File: config.mk
export PLATFORM = sky130hd
export DESIGN_NAME = lde_top
export DESIGN_NICKNAME = d
export VERILOG_FILES = /design/src/core/lde_top.v /design/src/core/lde_err_counter.v
export VERILOG_INCLUDE_DIRS = /design/src /design/src/core
export SDC_FILE = /design/constraint.sdc
export NUM_CORES = 1
export LEC_CHECK = 0
export BUFFER_PORTS_ARGS = -buffer_cell sky130_fd_sc_hd__buf_2
export CELL_PAD_IN_SITES_DETAIL_PLACEMENT = 1
export CELL_PAD_IN_SITES_GLOBAL_PLACEMENT = 1
export CORE_UTILIZATION = 42
export DETAILED_ROUTE_END_ITERATION = 10
export PLACE_DENSITY_LB_ADDON = 0.1
export SYNTH_ARGS = -nofsm -noshare
export SYNTH_HDL_FRONTEND = slang
export SYNTH_HIERARCHICAL = 1
export SYNTH_SLANG_ARGS = --single-unit
File: constraint.sdc
create_clock -name mclk -period 2.1 [get_ports mclk]
set_input_delay 0.105 -clock mclk [delete_from_list [all_inputs] [get_ports mclk]]
set_output_delay 0.105 -clock mclk [all_outputs]
set_load 0.02 [all_outputs]
File: src/core/lde_regs.vh
// register indices, field positions and reset values of the lane error block
// assumes word-indexed apb access: byte address = 4 * index
`ifndef LDE_REGS_VH
`define LDE_REGS_VH

// =====================================================================
// register indices (byte address is four times the index)
`define LDE_IDX_LINK_PAGE     12'h300
`define LDE_IDX_INVALID_CODE  12'h46e
`define LDE_IDX_STRAY_CTRL    12'h46f
`define LDE_IDX_THRESHOLD     12'h400

// =====================================================================
// fields and reset values
`define LDE_LINK_PAGE_LSB     0
`define LDE_THRESHOLD_LSB     0
`define LDE_LINK_PAGE_RST     8'h00
`define LDE_THRESHOLD_RST     8'h01
`define LDE_STATUS_RST        8'h00
`define LDE_COUNT_MAX         8'hff

`endif

File: src/core/lde_top.v
// lane error status block: apb slave, link page, threshold, status pages
// assumes apb master on mclk; error pulses from the lane decoders
//
// Contract
// - eight-bit read-only invalid-code status, bit n is lane n
// - read-only stray control character status, bit n is lane n
// - status bit is one when lane count reaches the threshold
// - link page register selects which link's status is read
//
// Register access over APB is this design's own decision.
`include "lde_regs.vh"

module lde_top #(
   parameter LANES  = 8,
   parameter LINKS  = 2,
   parameter PAGE_W = 1,
   parameter ADDR_W = 16
) (
   input  wire                   mclk,
   input  wire                   rst,
   input  wire                   psel,
   input  wire                   penable,
   input  wire                   pwrite,
   input  wire [ADDR_W-1:0]      paddr,
   input  wire [31:0]            pwdata,
   output reg  [31:0]            prdata,
   output reg                    pready,
   output reg                    pslverr,
   input  wire [LINKS*LANES-1:0] invalid_code_err,
   input  wire [LINKS*LANES-1:0] stray_ctrl_err
);

   // ==================================================================
   // control registers
   reg  [PAGE_W-1:0]      link_page;
   reg  [7:0]             error_count_threshold;
   wire [LINKS*LANES-1:0] invalid_code_status;
   wire [LINKS*LANES-1:0] stray_ctrl_status;

   wire [11:0] idx    = paddr[13:2];
   wire        access = psel & penable & ~pready;
   wire        hit_page = (idx == `LDE_IDX_LINK_PAGE);
   wire        hit_thr  = (idx == `LDE_IDX_THRESHOLD);
   wire        hit_nit  = (idx == `LDE_IDX_INVALID_CODE);
   wire        hit_ctl  = (idx == `LDE_IDX_STRAY_CTRL);
   wire        mapped   = hit_page | hit_thr | hit_nit | hit_ctl;

   // ==================================================================
   // counter banks, one per link and error type
   genvar l;
   generate
      for (l = 0; l < LINKS; l = l + 1)
      begin : g_link
         lde_err_counter #(.LANES(LANES)) u_nit (
            .mclk                  (mclk),
            .rst                   (rst),
            .err                   (invalid_code_err[l*LANES +: LANES]),
            .error_count_threshold (error_count_threshold),
            .status                (invalid_code_status[l*LANES +: LANES])
         );
         lde_err_counter #(.LANES(LANES)) u_ctl (
            .mclk                  (mclk),
            .rst                   (rst),
            .err                   (stray_ctrl_err[l*LANES +: LANES]),
            .error_count_threshold (error_count_threshold),
            .status                (stray_ctrl_status[l*LANES +: LANES])
         );
      end
   endgenerate

   // ==================================================================
   // page selection; out-of-range pages read zero
   reg [LANES-1:0] page_nit;
   reg [LANES-1:0] page_ctl;
   integer k;
   always @*
   begin
      page_nit = {LANES{1'b0}};
      page_ctl = {LANES{1'b0}};
      for (k = 0; k < LINKS; k = k + 1)
      begin
         if (link_page == k[PAGE_W-1:0])
         begin
            page_nit = invalid_code_status[k*LANES +: LANES];
            page_ctl = stray_ctrl_status[k*LANES +: LANES];
         end
      end
   end

   // ==================================================================
   // read mux
   reg [31:0] next_prdata;
   always @*
   begin
      next_prdata = 32'h0000_0000;
      if (hit_page)
         next_prdata[PAGE_W-1:0] = link_page;
      else if (hit_thr)
         next_prdata[7:0] = error_count_threshold;
      else if (hit_nit)
         next_prdata[LANES-1:0] = page_nit;
      else if (hit_ctl)
         next_prdata[LANES-1:0] = page_ctl;
   end

   // ==================================================================
   // apb slave: answer one cycle into the access phase
   always @(posedge mclk)
   begin
      if (rst)
      begin
         // reset page is zero; sized to the page field, not the macro
         link_page             <= {PAGE_W{1'b0}};
         error_count_threshold <= `LDE_THRESHOLD_RST;
         prdata                <= 32'h0000_0000;
         pready                <= 1'b0;
         pslverr               <= 1'b0;
      end
      else
      begin
         pready  <= access;
         pslverr <= access & ~mapped;
         prdata  <= (access & ~pwrite) ? next_prdata : 32'h0000_0000;
         // status registers ignore writes; they only reflect counters
         if (access && pwrite && hit_page)
            link_page <= pwdata[`LDE_LINK_PAGE_LSB +: PAGE_W];
         if (access && pwrite && hit_thr)
            error_count_threshold <= pwdata[`LDE_THRESHOLD_LSB +: 8];
      end
   end

endmodule // lde_top

File: src/core/lde_err_counter.v
// per-lane saturating error counters and threshold status for one link
// assumes err inputs are one-cycle pulses synchronous to mclk
`include "lde_regs.vh"

module lde_err_counter #(
   parameter LANES = 8
) (
   input  wire             mclk,
   input  wire             rst,
   input  wire [LANES-1:0] err,
   input  wire [7:0]       error_count_threshold,
   output reg  [LANES-1:0] status
);

   // ==================================================================
   // one counter per lane
   genvar g;
   generate
      for (g = 0; g < LANES; g = g + 1)
      begin : g_lane
         reg [7:0] cnt;
         always @(posedge mclk)
         begin
            if (rst)
            begin
               cnt       <= 8'h00;
               status[g] <= 1'b0;
            end
            else
            begin
               // saturate so a long error burst never wraps back to pass
               if (err[g] && cnt != `LDE_COUNT_MAX)
                  cnt <= cnt + 8'h01;
               status[g] <= (cnt >= error_count_threshold);
            end
         end
      end
   endgenerate

endmodule // lde_err_counter

* Yosys cells after proc, flatten, opt, wreduce, memory -nomap -nowiden
Index checks and enable logic that the tools add are counted.
Word-level totals: logic and storage cells 225, bits of input ports 85, flip-flop bits (word level) 331, output and inout bits 34
Operators by class: bitwise gates (word level) 11, reductions and logical operators 37, $add $sub $neg 32, equality and inequality tests 36, mux-type cells 6, magnitude comparators 32
Operators by type and width (number):
- $add 8x1->8 const B | 32
- $ge 8x8->1 | 32
- $ne 8x8->1 const B | 32
- $mux 8 | 5
- $eq 12x11->1 const B | 3
- $logic_and 1x1->1 | 35
- $eq 12x10->1 const B | 1
- $and 1x1->1 | 4
- $not 1->1 | 4
- $or 1x1->1 | 3
- $reduce_or 3->1 | 1
- $reduce_or 2->1 | 1
- $mux 1 | 1

* Logic depth before layout (Yosys ltp)
Gate-level depths: netlist of the first run.
word-level depth 6, gate-level depth with buffers 6, gate-level depth less buffers 5

* By module
Netlist of the first run, hierarchy kept.
Modules (own cells, without submodules):
- lde_err_counter | area each 4733.3 sq um, cells an instance 522, seq. area each 1441.4 sq um, instances 4
- lde_top | area each 1196.1 sq um, cells an instance 122, seq. area each 380.4 sq um, instances 1

* Worst setup path after synthesis of the first run
OpenSTA, ideal clock, no wires.
kind reg-to-reg, start register error_count_threshold[0], end register g_link[0].u_ctl.status[0], stages on the path, launching flop included 5, arrival 1921 ps, setup slack 39 ps, library setup time 139 ps, buffers on the path 0, data required time 1961 ps, clock period less this slack 2061 ps, path through dfxtp_1 ha_1 nand2b_1 a2111oi_0 o32ai_1
Between the ends: cells in the longest elaborated chain, start to end 1
Ends and longest elaborated chain:
- from (decl) | line lde_top.v:36 | reg [7:0] error_count_threshold;
- from (signal assigned) | line lde_top.v:114 | error_count_threshold <= `LDE_THRESHOLD_RST;
- from (signal assigned) | line lde_top.v:128 | error_count_threshold <= pwdata[`LDE_THRESHOLD_LSB +: 8];
- $ge 8x8->1 | line lde_err_counter.v:34 | status[g] <= (cnt >= error_count_threshold);
- to (signal, indexed assignment) | line lde_err_counter.v:34
- to (decl) | line lde_err_counter.v:12 | output reg [LANES-1:0] status
Every way passes these cells. A chain may end at the register's enable or synchronous reset.

* Worst setup path after layout of the first run
start register error_count_threshold[2], end register g_link[1].u_ctl.status[1]
Between the ends: cells in the longest elaborated chain, start to end 1
Ends and longest elaborated chain (line):
- $ge 8x8->1 | lde_err_counter.v:34
- to (signal, indexed assignment) | lde_err_counter.v:34
- to (decl) | lde_err_counter.v:12
Every way passes these cells.

==> results of run 1 <==
## Yosys cell counts (all sizes together), types with 60 or more instances
library cell	number
a211oi	105
a21oi	137
a31oi	64
and3	64
and4	60
buf	68
dfxtp	307
ha	288
inv	64
nand2	117
nand4	91
nor2	175
nor3	143
## layout make-up
cell class                 instances  area (um^2)
sequential                       307         6153
antenna                            3        7.507
fill                            5371        23910
clock inverter                    11        155.1
inverter                          64        262.8
clock buffer                      55         1149
timing repair buffer             160         1309
multi-input combinational       1764        13250
tap                              607        759.5
## power by group
part           internal (mW)  switching (mW)
Clock                   4.27            2.70
Combinational          0.591           0.646
Sequential              6.04           0.255
## per-stage QoR
stage / hold WS (ns) / cell area [um^2]
2_1_floorplan: 0.2000 / 20220
3_3_place_gp: 0.3408 / 21120
3_5_place_dp: 0.3542 / 21120
4_1_cts: 0.006194 / 22940
5_1_grt: 0.03837 / 23040
6_report: 0.04851 / 23050
## per-layer routing
| layer | vias up | wire, um | track usage (%) |
|---|---|---|---|
| met5 | - | 26 | 0 |
| met2 | 234 | 27860 | 40.61 |
| met4 | 6 | 1519 | 7.918 |
| li1 | 8879 | - | - |
| met1 | 8878 | 27360 | 30.86 |
| met3 | 104 | 2029 | 3.333 |
## cells by family after synthesis
group	after synthesis
AND/OR/NAND/NOR	829
flip-flops	307
AO/OA/AOI/OAI	531
adder cells (fa/ha/maj)	288
other	1
multiplexers	92
buffers and inverters	162
## repair_timing
item	CTS	global route
pin swaps	0	2
endpoints found under the setup margin	2	36
hold endpoints to repair	103	0
setup buffers	1	10
resized for setup	2	11
hold buffers	50	0
## worst paths after layout
| path | startpoint | end | slack, ns | depth (start not counted) |
|---|---|---|---|---|
| setup / recovery | error_count_threshold[2] | g_link[1].u_ctl/status[1] | 0.08 | 4 |
| hold / removal | rst | error_count_threshold[1] | 0.05 | 2 |
| setup reg to reg | error_count_threshold[2] | g_link[1].u_ctl/status[1] | 0.08 | 4 |
| hold reg to reg | g_link[1].u_ctl/g_lane[5].cnt[1] | g_link[1].u_ctl/g_lane[5].cnt[1] | 0.51 | 2 |
## sequential cells by signal, summed over array words and instances (netlist names)
signal                   flops
pslverr                      1
prdata                       8
pready                       1
g_link.u_ctl/g_lane.cnt    128
g_link.u_nit/status         16
link_page                    1
error_count_threshold        8
g_link.u_ctl/status         16
g_link.u_nit/g_lane.cnt    128
## worst register-to-register path, cell delays in order (launching register included)
cell	delay [ns]
dfxtp_1	0.51
inv_1	0.33
ha_1	0.33
a2111oi_0	0.52
o32ai_1	0.19
==> results.py, run 1 <==
metrics = {
    "job": {
        "drv_cap": 0,
    },
    "drt": {
        "ant_nets": 0,
        "vias": 18100,
        "wirelength_mm": 58.79,
        "route.detailed.drc": 0,
        "dr.first_iter.drc_count": 680,
        "vias_per_cell": 6.093,
        "drtPass1Iterations": 5,
        "wl_per_cell_um": 19.79,
    },
    "synth": {
        "syn_inst": 2210,
        "synth_compound_area_share_pct": 18.92,
        "synthArstFlopShare_pct": 0,
        "muxShareOfSynthArea_pct": 5.420,
        "synth_top_family_by_area": "simple AND/OR/NAND/NOR gates",
        "avgSynthCellArea_um2": 9.108,
        "synth_xor_area_share_pct": 0,
        "yosysSeqAreaShare_pct": 30.53,
        "synth_top_cell_by_area": "dfxtp_1",
        "synthSimpleGateAreaFrac_pct": 23.12,
        "synth_edf_count": 0,
        "synth-seq-cells": 307,
        "netlist_area_um2": 20130,
        "yosys_warnings": 6,
        "synth_area_leaders": "dfxtp_1 (31%), ha_1 (18%), a211oi_1 (3.9%)",
        "synth_fa_ha_area_share_pct": 17.90,
        "synth_flop_cell": "dfxtp_1",
        "ys_types": 58,
        "synth.top_cell.area_share_pct": 30.53,
    },
    "clock_tree": {
        "clockBufferDepth": 3,
        "clk-insertion-delay-late_ns": 0.57,
        "clk_root_buffer_cell": "clkbuf_16",
        "clock-sinks": 307,
        "htreeDepth": 2,
        "cts_tree": "yes",
        "cts_inserted_buffers": 39,
        "clk_pin_slew_ns": 0.06,
    },
    "timing": {
        "slew_violations": 0,
        "rsz0062_at_grt": "no",
        "fin_setup_tns_ns": 0,
        "finalClockSkew_ns": 0.01563,
        "worst_slack_ns": 0.07723,
        "finalSetupViolations": 0,
        "hold_viol": 0,
        "slew-limit-headroom_pct": 60.07,
        "max_freq_mhz": 494.4,
        "finalCritPeriodShare_pct": 96.32,
        "min_period_ns": 2.023,
        "tightestPinTransition_ns": 0.5990,
    },
    "global_routing": {
        "grt.total_usage_pct": 23.83,
        "grt_max_degree": 66,
        "grt_pass1_vias": 18260,
        "grt_pass1_wl_mm": 95.96,
        "antenna_found_initial": 6,
        "gr-total-overflow": 0,
    },
    "outcome": {
        "status": "complete, no violations",
    },
    "setup_path": {
        "critPathSlowestCell": "a2111oi_0",
        "cp-start-kind": "flip-flop",
        "required_ns": 2.52,
        "crit_type": "flip-flop to flip-flop",
        "max_stage_delay_ns": 0.52,
        "critPathMaxFanout": 8,
        "critPathBufInv": 1,
        "worstPathArrival_ns": 2.44,
        "endpoint_kind": "flip-flop",
        "path_cells": "inv_1 -> ha_1 -> a2111oi_0 -> o32ai_1",
        "cp_top_family": "compound AO/OA/AOI/OAI gates",
    },
    "final_layout": {
        "fin_util_pct": 49.08,
        "final_cell_count_no_fill": 2971,
        "layout.nets": 2709,
        "areaGrowthSynthToFinish_pct": 14.49,
        "final_cell_mix": "dfxtp_1 (301), ha_1 (288), nor2_1 (175)",
        "drive_above_1_share_pct": 13.43,
        "final_common_cell": "dfxtp_1",
    },
    "power": {
        "power_mw": 14.51,
        "leakage_nw": 9.510,
        "power.density_nw_per_um2": 629.6,
        "irDropWorstVdd_v": 0.0005009,
    },
    "min_path": {
        "hold_class": "input pin to flip-flop",
    },
    "placement": {
        "dp_hpwl_mm": 41.41,
        "place_congestion": 0.8011,
        "pre_cts_slack_ns": -0.006295,
        "numPlacedInstances": 2841,
        "numPortBuffers": 66,
    },
    "floorplan": {
        "ioPinCount": 119,
        "core_area_um2": 46950,
        "fp.dieH_um": 220.9,
        "fp-row-count": 79,
        "die-area_um2": 48810,
        "die_w_um": 220.9,
        "initial_core_util_pct": 42.87,
    },
}
Power figures use the tool's default switching activity.
==> run 2: changes to the inputs <==
clock period = 2.57 ns   (was 2.1 ns; I/O delays follow)
==> results.py, run 2 (synthesis gave the netlist of run 1 again) <==
metrics = {
    "final_layout": {
        "final_common_cell": "dfxtp_1",
        "layout.nets": 2680,
        "fin_util_pct": 48.42,
        "fill_cells": 5372,
        "largest_registers": "g_link.u_ctl/g_lane.cnt x128, g_link.u_nit/g_lane.cnt x128",
        "insertedDiodeCount": 0,
        "drive_above_1_share_pct": 12.21,
        "fin_area_um2": 22730,
        "areaGrowthSynthToFinish_pct": 12.94,
        "final_cell_mix": "dfxtp_1 (306), ha_1 (288), nor2_1 (175)",
        "final_cell_count_no_fill": 2942,
    },
    "power": {
        "switching_share_pct": 24.52,
        "power.density_nw_per_um2": 529.7,
        "irDropWorstVdd_v": 0.0004712,
        "power_mw": 12.04,
        "leakage_nw": 9.351,
        "seqPwrFrac_pct": 42.7,
        "internal_power_mw": 9.089,
        "p_switching_mw": 2.953,
        "power_frac_comb_pct": 8.3,
        "clockPowerShare_pct": 49.0,
    },
    "timing": {
        "slew-limit-headroom_pct": 40.71,
        "finalClockSkew_ns": 0.01432,
        "finalSetupViolations": 0,
        "hold_viol": 0,
        "min_period_ns": 2.127,
        "slew_violations": 0,
        "tightestPinTransition_ns": 0.8770,
        "rsz0062_at_grt": "no",
        "max_freq_mhz": 470.2,
        "fin_setup_tns_ns": 0,
        "finalCritPeriodShare_pct": 82.76,
    },
    "clock_tree": {
        "clk-insertion-delay-late_ns": 0.56,
        "cts_inserted_buffers": 39,
        "cts_setup_buffers": 0,
        "clk_root_buffer_cell": "clkbuf_16",
        "post_cts_resized": 0,
        "hold_buffers": 44,
        "clk_pin_slew_ns": 0.06,
        "cts_tree": "yes",
        "htreeDepth": 2,
        "clockBufferDepth": 3,
        "clock-sinks": 307,
    },
    "outcome": {
        "status": "complete, no violations",
    },
    "floorplan": {
        "fp.dieH_um": 220.9,
        "core_area_um2": 46950,
        "initial_core_util_pct": 42.87,
        "fp-row-count": 79,
        "ioPinCount": 119,
        "die-area_um2": 48810,
        "die_w_um": 220.9,
    },
    "global_routing": {
        "antenna_found_initial": 4,
        "grt_max_degree": 79,
        "grt.total_usage_pct": 23.65,
        "gr-total-overflow": 0,
        "grt_pass1_vias": 18390,
        "grt_pass1_wl_mm": 95.65,
    },
    "setup_path": {
        "cp-start-kind": "flip-flop",
        "endpoint_kind": "flip-flop",
        "worstPathArrival_ns": 2.55,
        "required_ns": 2.99,
        "critPathMaxFanout": 8,
        "crit_type": "flip-flop to flip-flop",
    },
    "drt": {
        "dr.first_iter.drc_count": 636,
        "ant_nets": 0,
        "wirelength_mm": 58.27,
        "vias_per_cell": 6.122,
        "wl_per_cell_um": 19.81,
        "drtPass1Iterations": 5,
        "route.detailed.drc": 0,
        "vias": 18010,
    },
    "min_path": {
        "hold_class": "input pin to flip-flop",
    },
    "placement": {
        "post_dp_cell_area_um2": 20920,
        "dp_hpwl_mm": 41.16,
        "numPortBuffers": 66,
        "numPlacedInstances": 2829,
        "place_congestion": 0.8119,
    },
    "job": {
        "drv_cap": 0,
    },
}
-- run 2: worst max-delay path, stage by stage, from the launching register on --
cell and delay [ns]:
dfxtp_1 0.48, inv_1 0.31, ha_1 0.40, nand4_1 0.09, or4_1 0.47, o32ai_1 0.22
-- run 2: power by group through the flow --
stage	combinational, mW	sequential [mW]	clock, mW
6_report	1.00	5.14	5.90
5_1_grt	1.14	5.16	6.26
4_1_cts	1.01	5.14	6.07
3_5_place_dp	0.947	5.24	0
3_3_place_gp	0.898	5.24	0
2_1_floorplan	0.698	5.14	0
-- run 2: worst paths after layout --
kind	from	to	slack [ns]	depth (start not counted)
worst max-delay path	error_count_threshold[6]	g_link[0].u_nit/status[2]	0.44	5
worst min-delay path	paddr[9]	link_page	0.05	5
worst min register to register	pready	pready	0.48	1
worst max register to register	error_count_threshold[6]	g_link[0].u_nit/status[2]	0.44	5
-- run 2: per-stage QoR --
stage | worst slack, ns | hold WS, ns
after floorplan | 0.5095 | 0.2235
after global placement | 0.4898 | 0.3657
after detailed placement | 0.4027 | 0.3782
after CTS | 0.3949 | 0.01012
after global routing | 0.3208 | 0.04618
final | 0.4431 | 0.05377
-- run 2: cell type report --
class | count | area, um^2 | share of cell area, %
Inverter | 64 | 240.2 | 1.057
Clock buffer | 62 | 1235 | 5.432
Multi-Input combinational cell | 1764 | 13250 | 58.27
Clock inverter | 7 | 141.4 | 0.6219
Sequential cell | 307 | 6147 | 27.04
Timing Repair Buffer | 131 | 963.4 | 4.238
Tap cell | 607 | 759.5 | 3.341
-- run 2: routing by layer --
metal	vias to the layer above	track usage [%]	share of wire, %
met1	8856	30.35	46
met3	99	3.904	3.5
li1	8823	-	-
met4	6	6.429	2.3
met2	226	40.84	48
met5	-	0	0.055
==> run 3: changes to the inputs <==
clock period = 1.7 ns   (was 2.57 ns; I/O delays follow)
==> results.py, run 3 (synthesis gave the netlist of run 1 again) <==
metrics = {
    "drt": {
        "dr.first_iter.drc_count": 738,
        "wirelength_mm": 64.25,
        "route.detailed.drc": 0,
        "top_layer_used": "met4",
        "vias": 18810,
        "wl_per_cell_um": 20.72,
        "wl_met1_mm": 28.51,
        "vias_per_cell": 6.066,
        "dr_wl_met2_mm": 31.85,
        "drtPass1Iterations": 5,
        "ant_nets": 0,
        "wl_met3_mm": 2.266,
    },
    "placement": {
        "place_congestion": 0.8358,
        "numPortBuffers": 66,
        "dp_hpwl_mm": 44.83,
        "numPlacedInstances": 2956,
        "pre_cts_slack_ns": -0.3239,
    },
    "clock_tree": {
        "clock-sinks": 307,
        "clk-insertion-delay-late_ns": 0.57,
        "clk_pin_slew_ns": 0.06,
        "cts_tree": "yes",
        "clk_root_buffer_cell": "clkbuf_16",
        "clockBufferDepth": 3,
        "cts_inserted_buffers": 40,
        "htreeDepth": 2,
    },
    "power": {
        "irDropWorstVdd_v": 0.0006233,
        "power.density_nw_per_um2": 697.7,
        "power_mw": 17.71,
        "leakage_nw": 10.35,
    },
    "global_routing": {
        "gr-total-overflow": 0,
        "antenna_found_initial": 1,
        "grt_pass1_vias": 19320,
        "grt_max_degree": 55,
        "grt.total_usage_pct": 25.43,
        "grt_pass1_wl_mm": 101.7,
    },
    "outcome": {
        "violations": "setup timing",
        "status": "complete, but fails checks",
    },
    "final_layout": {
        "layout.nets": 2839,
        "largest_registers": "g_link.u_ctl/g_lane.cnt x128, g_link.u_nit/g_lane.cnt x128",
        "areaGrowthSynthToFinish_pct": 26.08,
        "insertedDiodeCount": 0,
        "final_cell_count_no_fill": 3101,
        "drive_above_1_share_pct": 23.62,
        "final_common_cell": "dfxtp_1",
        "final_cell_mix": "dfxtp_1 (299), ha_1 (228), nor2_1 (175)",
    },
    "setup_path": {
        "critPathSlowestCell": "or4_4",
        "worstPathArrival_ns": 2.40,
        "critPathBufInv": 3,
        "endpoint_kind": "flip-flop",
        "crit_end": "g_link[1].u_ctl/status[0]",
        "cp-start-kind": "flip-flop",
        "rrSetupSlack_ns": -0.23,
        "reg2reg_depth": 7,
        "crit_type": "flip-flop to flip-flop",
        "reg2reg_from": "error_count_threshold[6]",
        "reg2reg_to": "g_link[1].u_ctl/status[0]",
        "crit_start": "error_count_threshold[6]",
        "critical_path_depth": 7,
        "max_stage_delay_ns": 0.54,
        "path_cells": "buf_6 -> clkinvlp_4 -> buf_12 -> ha_4 -> nand4_1 -> or4_4 -> o32ai_2",
        "required_ns": 2.18,
        "critPathMaxFanout": 7,
        "cp_top_family": "simple AND/OR/NAND/NOR gates",
    },
    "timing": {
        "tightestPinTransition_ns": 0.7178,
        "min_period_ns": 1.926,
        "slew-limit-headroom_pct": 52.09,
        "hold_viol": 0,
        "max_freq_mhz": 519.3,
        "rsz0062_at_grt": "yes",
        "finalSetupViolations": 32,
        "finalCritPeriodShare_pct": 113.3,
        "slew_violations": 0,
        "worst_slack_ns": -0.2256,
        "finalClockSkew_ns": 0.01987,
    },
    "floorplan": {
        "core_area_um2": 46950,
        "die-area_um2": 48810,
        "fp.dieH_um": 220.9,
        "initial_core_util_pct": 42.87,
        "ioPinCount": 119,
        "fp-row-count": 79,
        "die_w_um": 220.9,
    },
    "min_path": {
        "hold_class": "input pin to flip-flop",
        "min_from": "paddr[12]",
    },
    "job": {
        "drv_cap": 0,
    },
}
==> run 3: cell count changes in the layout (fill, tap and decap cells not counted), moves of 18 or more <==
cell	delta
or4_4	+22
o32ai_1	-29
buf_4	+120
or4_1	-22
a2111oi_0	-25
inv_1	-18
ha_4	+60
ha_1	-60
o32ai_2	+27
buf_12	+22
==> run 3: report_power, final <==
part           leakage [nW]  internal, mW  switching, mW
sequential             2.50          7.45          0.296
combinational          7.27         0.989          0.970
clock                 0.583          4.66           3.34
total                  10.3          13.1           4.61
==> run 3: layer usage <==
layer,vias to the layer above,global-route usage [%]
li1,9153,-
met1,9281,31.40
met2,264,44.80
met3,112,4.249
met4,0,8.143
met5,-,0
==> run 3: worst register-to-register path, stage by stage (launching register included) <==
cell	delay (ns)
dfxtp_4	0.40
buf_6	0.12
clkinvlp_4	0.11
buf_12	0.17
ha_4	0.27
nand4_1	0.12
or4_4	0.54
o32ai_2	0.11
==> run 3: repair_timing <==
action,CTS,global route
gates resized for setup,149,60
setup buffers,29,3
endpoints found under the hold margin,130,0
gates cloned,0,0
pin swaps,11,25
endpoints found under the setup margin,32,33
hold buffers,44,0
==> run 3: cell type report <==
| type | count | area [um^2] |
|---|---|---|
| fill | 5301 | 21570 |
| multi-input combinational | 1764 | 14470 |
| sequential | 307 | 6171 |
| timing repair buffer | 289 | 2489 |
| clock buffer | 65 | 1166 |
| tap | 607 | 759.5 |
| inverter | 64 | 304.0 |
| clock inverter | 5 | 25.02 |
==> run 3: worst min path at each step <==
stage,to,cells after the start
6_report,pslverr,4
5_1_grt,pslverr,4
4_1_cts,pslverr,4
3_5_place_dp,pready,3
3_3_place_gp,pready,3
2_1_floorplan,pready,1
==> run 3: through the flow <==
stage	hold WS [ns]	util (%)	TNS (ns)	instance area [um^2]
2_1_floorplan	0.1800	-	0	20220
3_3_place_gp	0.3444	46.96	-5.554	22050
3_5_place_dp	0.3635	46.96	-7.562	22050
4_1_cts	0.02565	53.16	-3.878	24960
5_1_grt	0.07390	54.05	-6.390	25380
6_report	0.05553	54.05	-4.824	25380
